## src/rtl/sensor_diag_pkg.sv

```systemverilog
package sensor_diag_pkg;

    // Sample timing
    localparam int CLK_HZ = 100_000_000;
    localparam int SAMPLE_HZ = 8_000;
    localparam int SAMPLE_CYCLES_DEF = CLK_HZ / SAMPLE_HZ;

    // Field component indices
    localparam int COMP_X = 0;
    localparam int COMP_Y = 1;
    localparam int COMP_Z = 2;

    // Value ranges and codes
    localparam logic [15:0] REG_RESET = 16'h0000;
    localparam logic [15:0] CODE_MAX = 16'h7FFF;
    localparam logic [15:0] OFFSET_SEL_ON = 16'h7FFF;
    localparam logic [15:0] OFFSET_SEL_OFF = 16'h0000;
    localparam logic [15:0] TEMP_TYP_LOW = 16'h0064;
    localparam logic [15:0] TEMP_TYP_HIGH = 16'h2EE0;

    // Amplitude scale 205/128, close to 1.6
    localparam logic [23:0] AMP_GAIN_NUM = 24'h0000CD;
    localparam int AMP_GAIN_SHIFT = 7;
    localparam int SQRT_STEPS = 16;

    // Fault flag bit positions
    localparam int DIAG_SUPPLY_LOW = 12;
    localparam int DIAG_ADC_STUCK = 11;
    localparam int DIAG_CLAMP_HIGH = 9;
    localparam int DIAG_CLAMP_LOW = 8;
    localparam int DIAG_CLIP_A = 7;
    localparam int DIAG_CLIP_B = 6;
    localparam int DIAG_DSP_TEST = 5;
    localparam int DIAG_NVM_TEST = 4;
    localparam int DIAG_ROM_PARITY = 3;
    localparam int DIAG_TEMP_FAIL = 2;
    localparam int DIAG_FIELD_HIGH = 1;
    localparam int DIAG_FIELD_LOW = 0;

    typedef enum logic {
        ST_IDLE,
        ST_CALC
    } calc_state_t;

endpackage

```

## src/rtl/field_root.sv

```systemverilog
`timescale 1ns/1ns
module field_root
    import sensor_diag_pkg::*;
(
    // Clock and reset
    input wire logic core_clk,
    input wire logic rst,
    // Request
    input wire logic start,
    input wire logic [31:0] radicand,
    // Result
    output logic [15:0] root,
    output logic done
);
    logic [31:0] rad_reg, rad_next;
    logic [17:0] rem_reg, rem_next;
    logic [15:0] root_reg, root_next;
    logic [4:0] step_reg, step_next;
    logic busy_reg, busy_next;
    logic done_reg, done_next;
    logic [17:0] rem_sh, trial;
    logic fits, last_step;

    // One result bit per step, remainder kept against the trial divisor
    assign rem_sh = {rem_reg[15:0], rad_reg[31:30]};
    assign trial = {root_reg, 2'b01};
    assign fits = rem_sh >= trial;
    assign last_step = step_reg == 5'(SQRT_STEPS - 1);

    always_comb begin
        rad_next = rad_reg;
        rem_next = rem_reg;
        root_next = root_reg;
        step_next = step_reg;
        busy_next = busy_reg;
        done_next = 1'b0;
        if (start) begin
            rad_next = radicand;
            rem_next = '0;
            root_next = '0;
            step_next = '0;
            busy_next = 1'b1;
        end else if (busy_reg) begin
            rad_next = {rad_reg[29:0], 2'b00};
            rem_next = fits ? 18'(rem_sh - trial) : rem_sh;
            root_next = {root_reg[14:0], fits};
            step_next = 5'(step_reg + 5'h01);
            busy_next = !last_step;
            done_next = last_step;
        end
    end

    always_ff @(posedge core_clk) begin
        if (rst) begin
            rad_reg <= '0;
            rem_reg <= '0;
            root_reg <= '0;
            step_reg <= '0;
            busy_reg <= 1'b0;
            done_reg <= 1'b0;
        end else begin
            rad_reg <= rad_next;
            rem_reg <= rem_next;
            root_reg <= root_next;
            step_reg <= step_next;
            busy_reg <= busy_next;
            done_reg <= done_next;
        end
    end

    assign root = root_reg;
    assign done = done_reg;

endmodule // field_root

```

## src/rtl/position_sensor_readout_diag.sv

```systemverilog
// Function
// - Temperature 16-bit, codes 0 to 32767
// - Temperature calibrated, typ 100 to 12000
// - Compensated fields signed 16-bit per channel
// - Corrected inputs held, feed amplitude calculation
// - Position 16-bit, codes 0 to 32767
// - Output code 16-bit, codes 0 to 32767
// - Both selects zero: amplitude 1.6 root-sum-square
// - Either select 32767: amplitude sum of magnitudes
// - Test results reported in 16-bit fault word
// - Bit 12: internal supply too low
// - Bit 11: converter signal stuck
// - Bits 9/8: output high/low clamp reached
// - Bits 7/6: converter clipping channel a/b
// - Bit 5: signal processor test fails
// - Bit 4: nonvolatile memory test fails
// - Bit 3: program memory parity fails
// - Bit 2: temperature sensor invalid
// - Bits 1/0: field above/below thresholds
// - Measurement registers read-only from outside
// - Two channels, components fixed by variant
// - Measurements update at 8 kHz
// - Field outside window forces high clamp
// - High threshold signed 16-bit configuration
`timescale 1ns/1ns
module position_sensor_readout_diag
    import sensor_diag_pkg::*;
#(
    parameter int SAMPLE_CYCLES = SAMPLE_CYCLES_DEF,
    parameter int CH_A_COMPONENT = COMP_X,
    parameter int CH_B_COMPONENT = COMP_Y,
    parameter logic signed [15:0] TEMP_TRIM = 16'sh0000
) (
    // Clock and reset
    input wire logic core_clk,
    input wire logic rst,
    // Front-end samples
    input wire logic signed [15:0] field_x,
    input wire logic signed [15:0] field_y,
    input wire logic signed [15:0] field_z,
    input wire logic [15:0] temp_raw,
    input wire logic signed [15:0] corrected_src_a,
    input wire logic signed [15:0] corrected_src_b,
    input wire logic [15:0] position_src,
    input wire logic [15:0] code_src,
    // Nonvolatile configuration
    input wire logic [15:0] offset_select_a,
    input wire logic [15:0] offset_select_b,
    input wire logic signed [15:0] field_high_threshold,
    input wire logic signed [15:0] field_low_threshold,
    input wire logic [15:0] clamp_high_level,
    input wire logic [15:0] clamp_low_level,
    // Monitors
    input wire logic supply_low,
    input wire logic adc_stuck,
    input wire logic clip_a,
    input wire logic clip_b,
    input wire logic dsp_test_fail,
    input wire logic nvm_test_fail,
    input wire logic rom_parity_fail,
    input wire logic temp_invalid,
    // Measurement registers
    output logic [15:0] junction_temperature,
    output logic signed [15:0] compensated_field_a,
    output logic signed [15:0] compensated_field_b,
    output logic signed [15:0] corrected_input_a,
    output logic signed [15:0] corrected_input_b,
    output logic [15:0] position_result,
    output logic [15:0] output_code,
    output logic [15:0] field_amplitude,
    output logic [15:0] fault_flags,
    output logic force_high_clamp
);
    localparam int CNT_W = $clog2(SAMPLE_CYCLES + 1);
    localparam int CH_SEL [2] = '{CH_A_COMPONENT, CH_B_COMPONENT};

    function automatic logic [15:0] sat15(input logic [15:0] v);
        return v[15] ? CODE_MAX : v;
    endfunction

    calc_state_t state_reg, state_next;
    logic [CNT_W-1:0] cnt_reg, cnt_next;
    logic tick, publish, start_reg;
    logic [15:0] sq_root;
    logic sq_done;

    // Sample snapshot
    logic signed [15:0] cap_comp [2];
    logic signed [15:0] cap_corr [2];
    logic [15:0] cap_temp, cap_pos, cap_code;
    logic [15:0] cap_clamp_hi, cap_clamp_lo;
    logic signed [15:0] cap_hi_thr, cap_lo_thr;
    logic cap_sum_mode;
    logic [7:0] cap_mon;

    // Per-channel derived values
    logic signed [15:0] field_all [3];
    logic signed [15:0] comp_sel [2];
    logic [16:0] abs_val [2];
    logic [31:0] sq_val [2];

    logic [31:0] radicand;
    logic [23:0] amp_prod;
    logic [16:0] amp_root17, amp_sum17, amp17;
    logic [15:0] amp_next;
    logic field_high, field_low, field_out;
    logic signed [17:0] temp_sum;
    logic [15:0] temp_next, code_lim, code_next;
    logic [15:0] fault_next;
    logic sum_mode;

    // Sample rate divider
    assign tick = cnt_reg == CNT_W'(SAMPLE_CYCLES - 1);
    assign cnt_next = tick ? '0 : CNT_W'(cnt_reg + 1'b1);
    assign publish = (state_reg == ST_CALC) && sq_done;

    always_comb begin
        state_next = state_reg;
        case (state_reg)
            ST_IDLE: if (tick) state_next = ST_CALC;
            ST_CALC: if (sq_done) state_next = ST_IDLE;
            default: state_next = ST_IDLE;
        endcase
    end

    always_ff @(posedge core_clk) begin
        if (rst) begin
            cnt_reg <= '0;
            state_reg <= ST_IDLE;
            start_reg <= 1'b0;
        end else begin
            cnt_reg <= cnt_next;
            state_reg <= state_next;
            start_reg <= (state_reg == ST_IDLE) && tick;
        end
    end

    // Channel mapping and magnitudes
    assign field_all[COMP_X] = field_x;
    assign field_all[COMP_Y] = field_y;
    assign field_all[COMP_Z] = field_z;

    for (genvar i = 0; i < 2; i++) begin : g_chan
        assign comp_sel[i] = field_all[CH_SEL[i]];
        assign abs_val[i] = cap_corr[i][15] ? 17'(-{cap_corr[i][15], cap_corr[i]})
                                            : {1'b0, cap_corr[i]};
        assign sq_val[i] = unsigned'(32'(cap_corr[i] * cap_corr[i]));
    end

    // Amplitude selection by offset select words
    assign sum_mode = (offset_select_a == OFFSET_SEL_ON) || (offset_select_b == OFFSET_SEL_ON);
    assign radicand = sq_val[0] + sq_val[1];
    assign amp_prod = {8'h00, sq_root} * AMP_GAIN_NUM;
    assign amp_root17 = 17'(amp_prod >> AMP_GAIN_SHIFT);
    assign amp_sum17 = abs_val[0] + abs_val[1];
    assign amp17 = cap_sum_mode ? amp_sum17 : amp_root17;
    assign amp_next = (amp17 > {1'b0, CODE_MAX}) ? CODE_MAX : amp17[15:0];

    // Field window against signed thresholds
    assign field_high = $signed({1'b0, amp_next}) > $signed({cap_hi_thr[15], cap_hi_thr});
    assign field_low = $signed({1'b0, amp_next}) < $signed({cap_lo_thr[15], cap_lo_thr});
    assign field_out = field_high || field_low;

    // Temperature trim and range limit
    assign temp_sum = $signed({2'b00, cap_temp}) + $signed({{2{TEMP_TRIM[15]}}, TEMP_TRIM});
    assign temp_next = temp_sum[17] ? REG_RESET
                     : (temp_sum > $signed({2'b00, CODE_MAX})) ? CODE_MAX
                     : temp_sum[15:0];

    // Output code limited, clamped, forced high outside window
    assign code_lim = sat15(cap_code);
    assign code_next = field_out ? cap_clamp_hi
                     : (code_lim >= cap_clamp_hi) ? cap_clamp_hi
                     : (code_lim <= cap_clamp_lo) ? cap_clamp_lo
                     : code_lim;

    always_comb begin
        fault_next = REG_RESET;
        fault_next[DIAG_SUPPLY_LOW] = cap_mon[7];
        fault_next[DIAG_ADC_STUCK] = cap_mon[6];
        fault_next[DIAG_CLAMP_HIGH] = code_next >= cap_clamp_hi;
        fault_next[DIAG_CLAMP_LOW] = code_next <= cap_clamp_lo;
        fault_next[DIAG_CLIP_A] = cap_mon[5];
        fault_next[DIAG_CLIP_B] = cap_mon[4];
        fault_next[DIAG_DSP_TEST] = cap_mon[3];
        fault_next[DIAG_NVM_TEST] = cap_mon[2];
        fault_next[DIAG_ROM_PARITY] = cap_mon[1];
        fault_next[DIAG_TEMP_FAIL] = cap_mon[0];
        fault_next[DIAG_FIELD_HIGH] = field_high;
        fault_next[DIAG_FIELD_LOW] = field_low;
    end

    // Snapshot of one sample, configuration taken with it
    always_ff @(posedge core_clk) begin
        if (rst) begin
            cap_comp <= '{REG_RESET, REG_RESET};
            cap_corr <= '{REG_RESET, REG_RESET};
            cap_temp <= REG_RESET;
            cap_pos <= REG_RESET;
            cap_code <= REG_RESET;
            cap_clamp_hi <= CODE_MAX;
            cap_clamp_lo <= REG_RESET;
            cap_hi_thr <= CODE_MAX;
            cap_lo_thr <= REG_RESET;
            cap_sum_mode <= 1'b0;
            cap_mon <= '0;
        end else if ((state_reg == ST_IDLE) && tick) begin
            cap_comp <= comp_sel;
            cap_corr <= '{corrected_src_a, corrected_src_b};
            cap_temp <= temp_raw;
            cap_pos <= position_src;
            cap_code <= code_src;
            cap_clamp_hi <= sat15(clamp_high_level);
            cap_clamp_lo <= sat15(clamp_low_level);
            cap_hi_thr <= field_high_threshold;
            cap_lo_thr <= field_low_threshold;
            cap_sum_mode <= sum_mode;
            cap_mon <= {supply_low, adc_stuck, clip_a, clip_b,
                        dsp_test_fail, nvm_test_fail, rom_parity_fail, temp_invalid};
        end
    end

    field_root u_root (
        .core_clk(core_clk),
        .rst(rst),
        .start(start_reg),
        .radicand(radicand),
        .root(sq_root),
        .done(sq_done)
    );

    // Published registers, only written here; no path from outside
    always_ff @(posedge core_clk) begin
        if (rst) begin
            junction_temperature <= REG_RESET;
            compensated_field_a <= REG_RESET;
            compensated_field_b <= REG_RESET;
            corrected_input_a <= REG_RESET;
            corrected_input_b <= REG_RESET;
            position_result <= REG_RESET;
            output_code <= REG_RESET;
            field_amplitude <= REG_RESET;
            fault_flags <= REG_RESET;
            force_high_clamp <= 1'b0;
        end else if (publish) begin
            junction_temperature <= temp_next;
            compensated_field_a <= cap_comp[0];
            compensated_field_b <= cap_comp[1];
            corrected_input_a <= cap_corr[0];
            corrected_input_b <= cap_corr[1];
            position_result <= sat15(cap_pos);
            output_code <= code_next;
            field_amplitude <= amp_next;
            fault_flags <= fault_next;
            force_high_clamp <= field_out;
        end
    end

    // Checks
    int gap_reg;
    logic seen_reg;

    always_ff @(posedge core_clk) begin
        if (rst) begin
            gap_reg <= 0;
            seen_reg <= 1'b0;
        end else if (publish) begin
            gap_reg <= 0;
            seen_reg <= 1'b1;
        end else begin
            gap_reg <= gap_reg + 1;
        end
    end
endmodule // position_sensor_readout_diag

```

## config.mk

```make
export PLATFORM = sky130hd
export DESIGN_NAME = position_sensor_readout_diag
export DESIGN_NICKNAME = d
export VERILOG_FILES = /design/src/rtl/sensor_diag_pkg.sv /design/src/rtl/field_root.sv /design/src/rtl/position_sensor_readout_diag.sv
export SDC_FILE = /design/constraint.sdc
export NUM_CORES = 2
export LEC_CHECK = 0
export BUFFER_PORTS_ARGS = -buffer_cell sky130_fd_sc_hd__clkbuf_2
export CORE_ASPECT_RATIO = 1.75
export CORE_UTILIZATION = 45
export DETAILED_ROUTE_END_ITERATION = 16
export HOLD_SLACK_MARGIN = 0.02
export PLACE_DENSITY = 0.64
export SLEW_MARGIN = 20
export SYNTH_ARGS = -nofsm -noshare
export SYNTH_HDL_FRONTEND = slang
export SYNTH_SLANG_ARGS = --single-unit
```

## constraint.sdc

```tcl
create_clock -name core_clk -period 24.7 [get_ports core_clk]
set_clock_uncertainty 0.2 [all_clocks]
set_input_delay 6.175 -clock core_clk [delete_from_list [all_inputs] [get_ports core_clk]]
set_output_delay 6.175 -clock core_clk [all_outputs]
set_load 0.05 [all_outputs]
```

==> impl_metrics.json <==
{
  "crit_fanout": 16,
  "place.gp.congestion": 0.937,
  "die_w_um": 225,
  "ys_dominant_reg_cell": "dfxtp_1",
  "firstDrtPassIters": 5,
  "place_inst": 5817,
  "num_io_pins": 379,
  "gr-total-overflow": 0,
  "seq_power_share": 0.478,
  "clock_latency_ns": 0.61,
  "arrival_ns": 10.50,
  "hold_viol": 0,
  "routed_wl_um": 109000,
  "antenna_left": 0,
  "tns_ns": 0,
  "critPathLaunchType": "register",
  "drtIter0Drc": 1489,
  "setup_viol_count_final": 0,
  "critical_path.top_delay_family": "compound AO/OA/AOI/OAI gates",
  "p_int_mw": 1.06,
  "synth_area_um2": 39100,
  "async_reset_ff_frac": 0,
  "combPwrFrac": 0.032,
  "final_util": 0.506,
  "synth.distinct_cells": 71,
  "cts_root_buffer": "clkbuf_16",
  "numCtsBuffers": 43,
  "power_density_nw_per_um2": 31.8,
  "p_leak_nw": 20.5,
  "cts_hold_buf": 0,
  "die_area_um2": 88200,
  "drive_gt1_frac": 0.110,
  "htree_levels": 2,
  "clock_sinks": 409,
  "path_buf_inv": 3,
  "critical_path_required_ns": 24.93,
  "nets": 5854,
  "total_power_mw": 1.38,
  "antenna_found_initial": 4,
  "endpoint_kind": "register",
  "slowest_delay_ns": 0.63,
  "min-delay-start": "cap_comp[7]",
  "grt_max_degree": 187,
  "cp_common_cell": "ha_1",
  "ys_seq_elements": 409,
  "grt_pass1_wl_um": 170000,
  "grt_pass1_vias": 31956,
  "synth_top_cell_by_area": "fa_1",
  "critical_path_class": "register to register",
  "holdWs_ns": 0.249,
  "drv_cap": 0,
  "status": "complete, no violations",
  "netSwitchingFraction": 0.234,
  "final_cells": 5897,
  "dpl.hpwl_um": 86700,
  "vias": 30867,
  "rsz0062_at_grt": "no",
  "fp.coreArea_um2": 85800,
  "yosys.area.top_type_share": 0.282,
  "r2r_start": "u_root.root[6]",
  "placed_cell_area_um2": 41900,
  "netlist_instances": 4473,
  "post_cts_buffers": 0,
  "r2r_slack_ns": 14.43,
  "post_synth.cell_area_avg_um2": 8.75,
  "slew_headroom": 0.222,
  "pre_cts_ws_ns": 14.38,
  "cts_resized": 0,
  "max-clock-path-buffers": 3,
  "cpMaxStageDelayCell": "mux2i_1",
  "finalInstanceArea_um2": 43400,
  "fin_crit_sh": 0.416,
  "ys_warn_count": 0,
  "max_freq_mhz": 97.4,
  "synth_enable_flop_cells": 0,
  "fin_crit_ns": 10.27,
  "synth-seq-area-share": 0.209,
  "pwr-share-clk": 0.490,
  "wl_per_cell_um": 18.5,
  "start_util": 0.456,
  "setup_ws_ns": 14.43,
  "startpoint": "u_root.root[6]",
  "vdd_drop_max_v": 0.0000485,
  "cts_tree": "built",
  "switching_power_mw": 0.323,
  "synthTopCellsByArea": "fa_1 (28%), dfxtp_1 (21%), ha_1 (11%), inv_1 (6.8%), nand2_1 (6.0%)",
  "syn_to_final_growth_pct": 10.9,
  "die_y_um": 392,
  "clk_pin_slew_ns": 0.06,
  "io_buffers": 356,
  "drcViolationCount": 0,
  "vias_per_cell": 5.23,
  "worst_hold_path_type": "register to register",
  "worst_pin_slew_ns": 1.17,
  "grt_util_all_layers": 0.249,
  "fp-row-count": 142,
  "drv_slew": 0
}
-- worst min-delay path: stages (launching register included) --
cell and delay, ns:
dfxtp_1 0.31, nand2_1 0.05, a21oi_1 0.05
-- cells by family after synthesis --
| group | count (synthesis) | share of synthesized area |
|---|---|---|
| AO/OA/AOI/OAI | 664 | 0.104 |
| XOR/XNOR | 150 | 0.0336 |
| adder cells (fa/ha/maj) | 910 | 0.397 |
| buffers and inverters | 942 | 0.0914 |
| flip-flops | 409 | 0.209 |
| multiplexers | 58 | 0.0150 |
| other | 2 | 0.000192 |
| AND/OR/NAND/NOR | 1338 | 0.150 |
-- power groups by stage --
stage | sequential [mW] | combinational [mW] | clock [mW]
after global routing | 0.660 | 0.0480 | 0.714
after global placement | 0.675 | 0.0442 | 0
after detailed placement | 0.675 | 0.0440 | 0
after floorplan | 0.675 | 0.0203 | 0
final | 0.660 | 0.0439 | 0.676
after CTS | 0.660 | 0.0442 | 0.695
-- cells in the mapped netlist (4+ instances only) --
master	n
a211oi_1	66
buf_4	6
nor4_1	6
o211ai_1	16
nor2b_1	40
and3_1	12
clkbuf_1	195
mux2_2	5
or3_1	9
buf_1	15
nand2b_1	31
nand3_1	29
mux2i_1	53
o2111ai_1	4
nand4b_1	7
a21o_1	45
o21ai_0	64
o21bai_1	25
fa_1	552
nand4_1	29
ha_1	358
dfxtp_1	409
or2_2	23
a21oi_1	334
a311oi_1	4
o21a_1	29
and2_1	77
clkinv_1	8
a31oi_1	7
xnor2_1	100
a211o_1	17
nor3_1	130
nor2_1	304
o31ai_1	15
nand2_1	628
inv_1	714
xor2_1	50
o22ai_1	7
-- final timing paths --
check,cells past startpoint,end
worst max-delay path,38,fault_flags[9]
worst max register to register,38,fault_flags[9]
worst min-delay path,2,compensated_field_b[7]
worst min register to register,2,compensated_field_b[7]
-- final cells by class --
class                      instances  area (um^2)
fill                            8286        42400
multi-input combinational       3128        27400
sequential                       409         8190
inverter                         723         2710
timing repair buffer             405         2170
tap                             1152         1440
clock buffer                      55         1160
clock inverter                    22          278
antenna                            3         7.51
-- metal layers --
layer / track usage / up-vias / part of all wire
met2: 0.470 / 860 / 0.54
met1: 0.260 / 15058 / 0.35
met3: 0.0328 / 323 / 0.046
li1: - / 14626 / -
met5: 0 / - / 0
met4: 0.147 / 0 / 0.063
-- layout by cell type, fill, tap and decap left out, drive strengths merged, types with 31 or more instances in the layout --
| cell type | Yosys | final |
|---|---|---|
| nand2b | 31 | 31 |
| ha | 358 | 358 |
| a21oi | 336 | 336 |
| dfxtp | 409 | 409 |
| inv | 715 | 717 |
| xnor2 | 100 | 100 |
| nor2 | 304 | 304 |
| mux2i | 53 | 53 |
| nor3 | 130 | 130 |
| o21ai | 66 | 66 |
| xor2 | 50 | 50 |
| a211oi | 67 | 67 |
| a21o | 45 | 45 |
| clkbuf | 195 | 410 |
| nand2 | 629 | 629 |
| buf | 24 | 50 |
| fa | 552 | 552 |
| nor2b | 40 | 40 |
| and2 | 77 | 77 |
No activity file was read; power rests on OpenSTA's default activity.
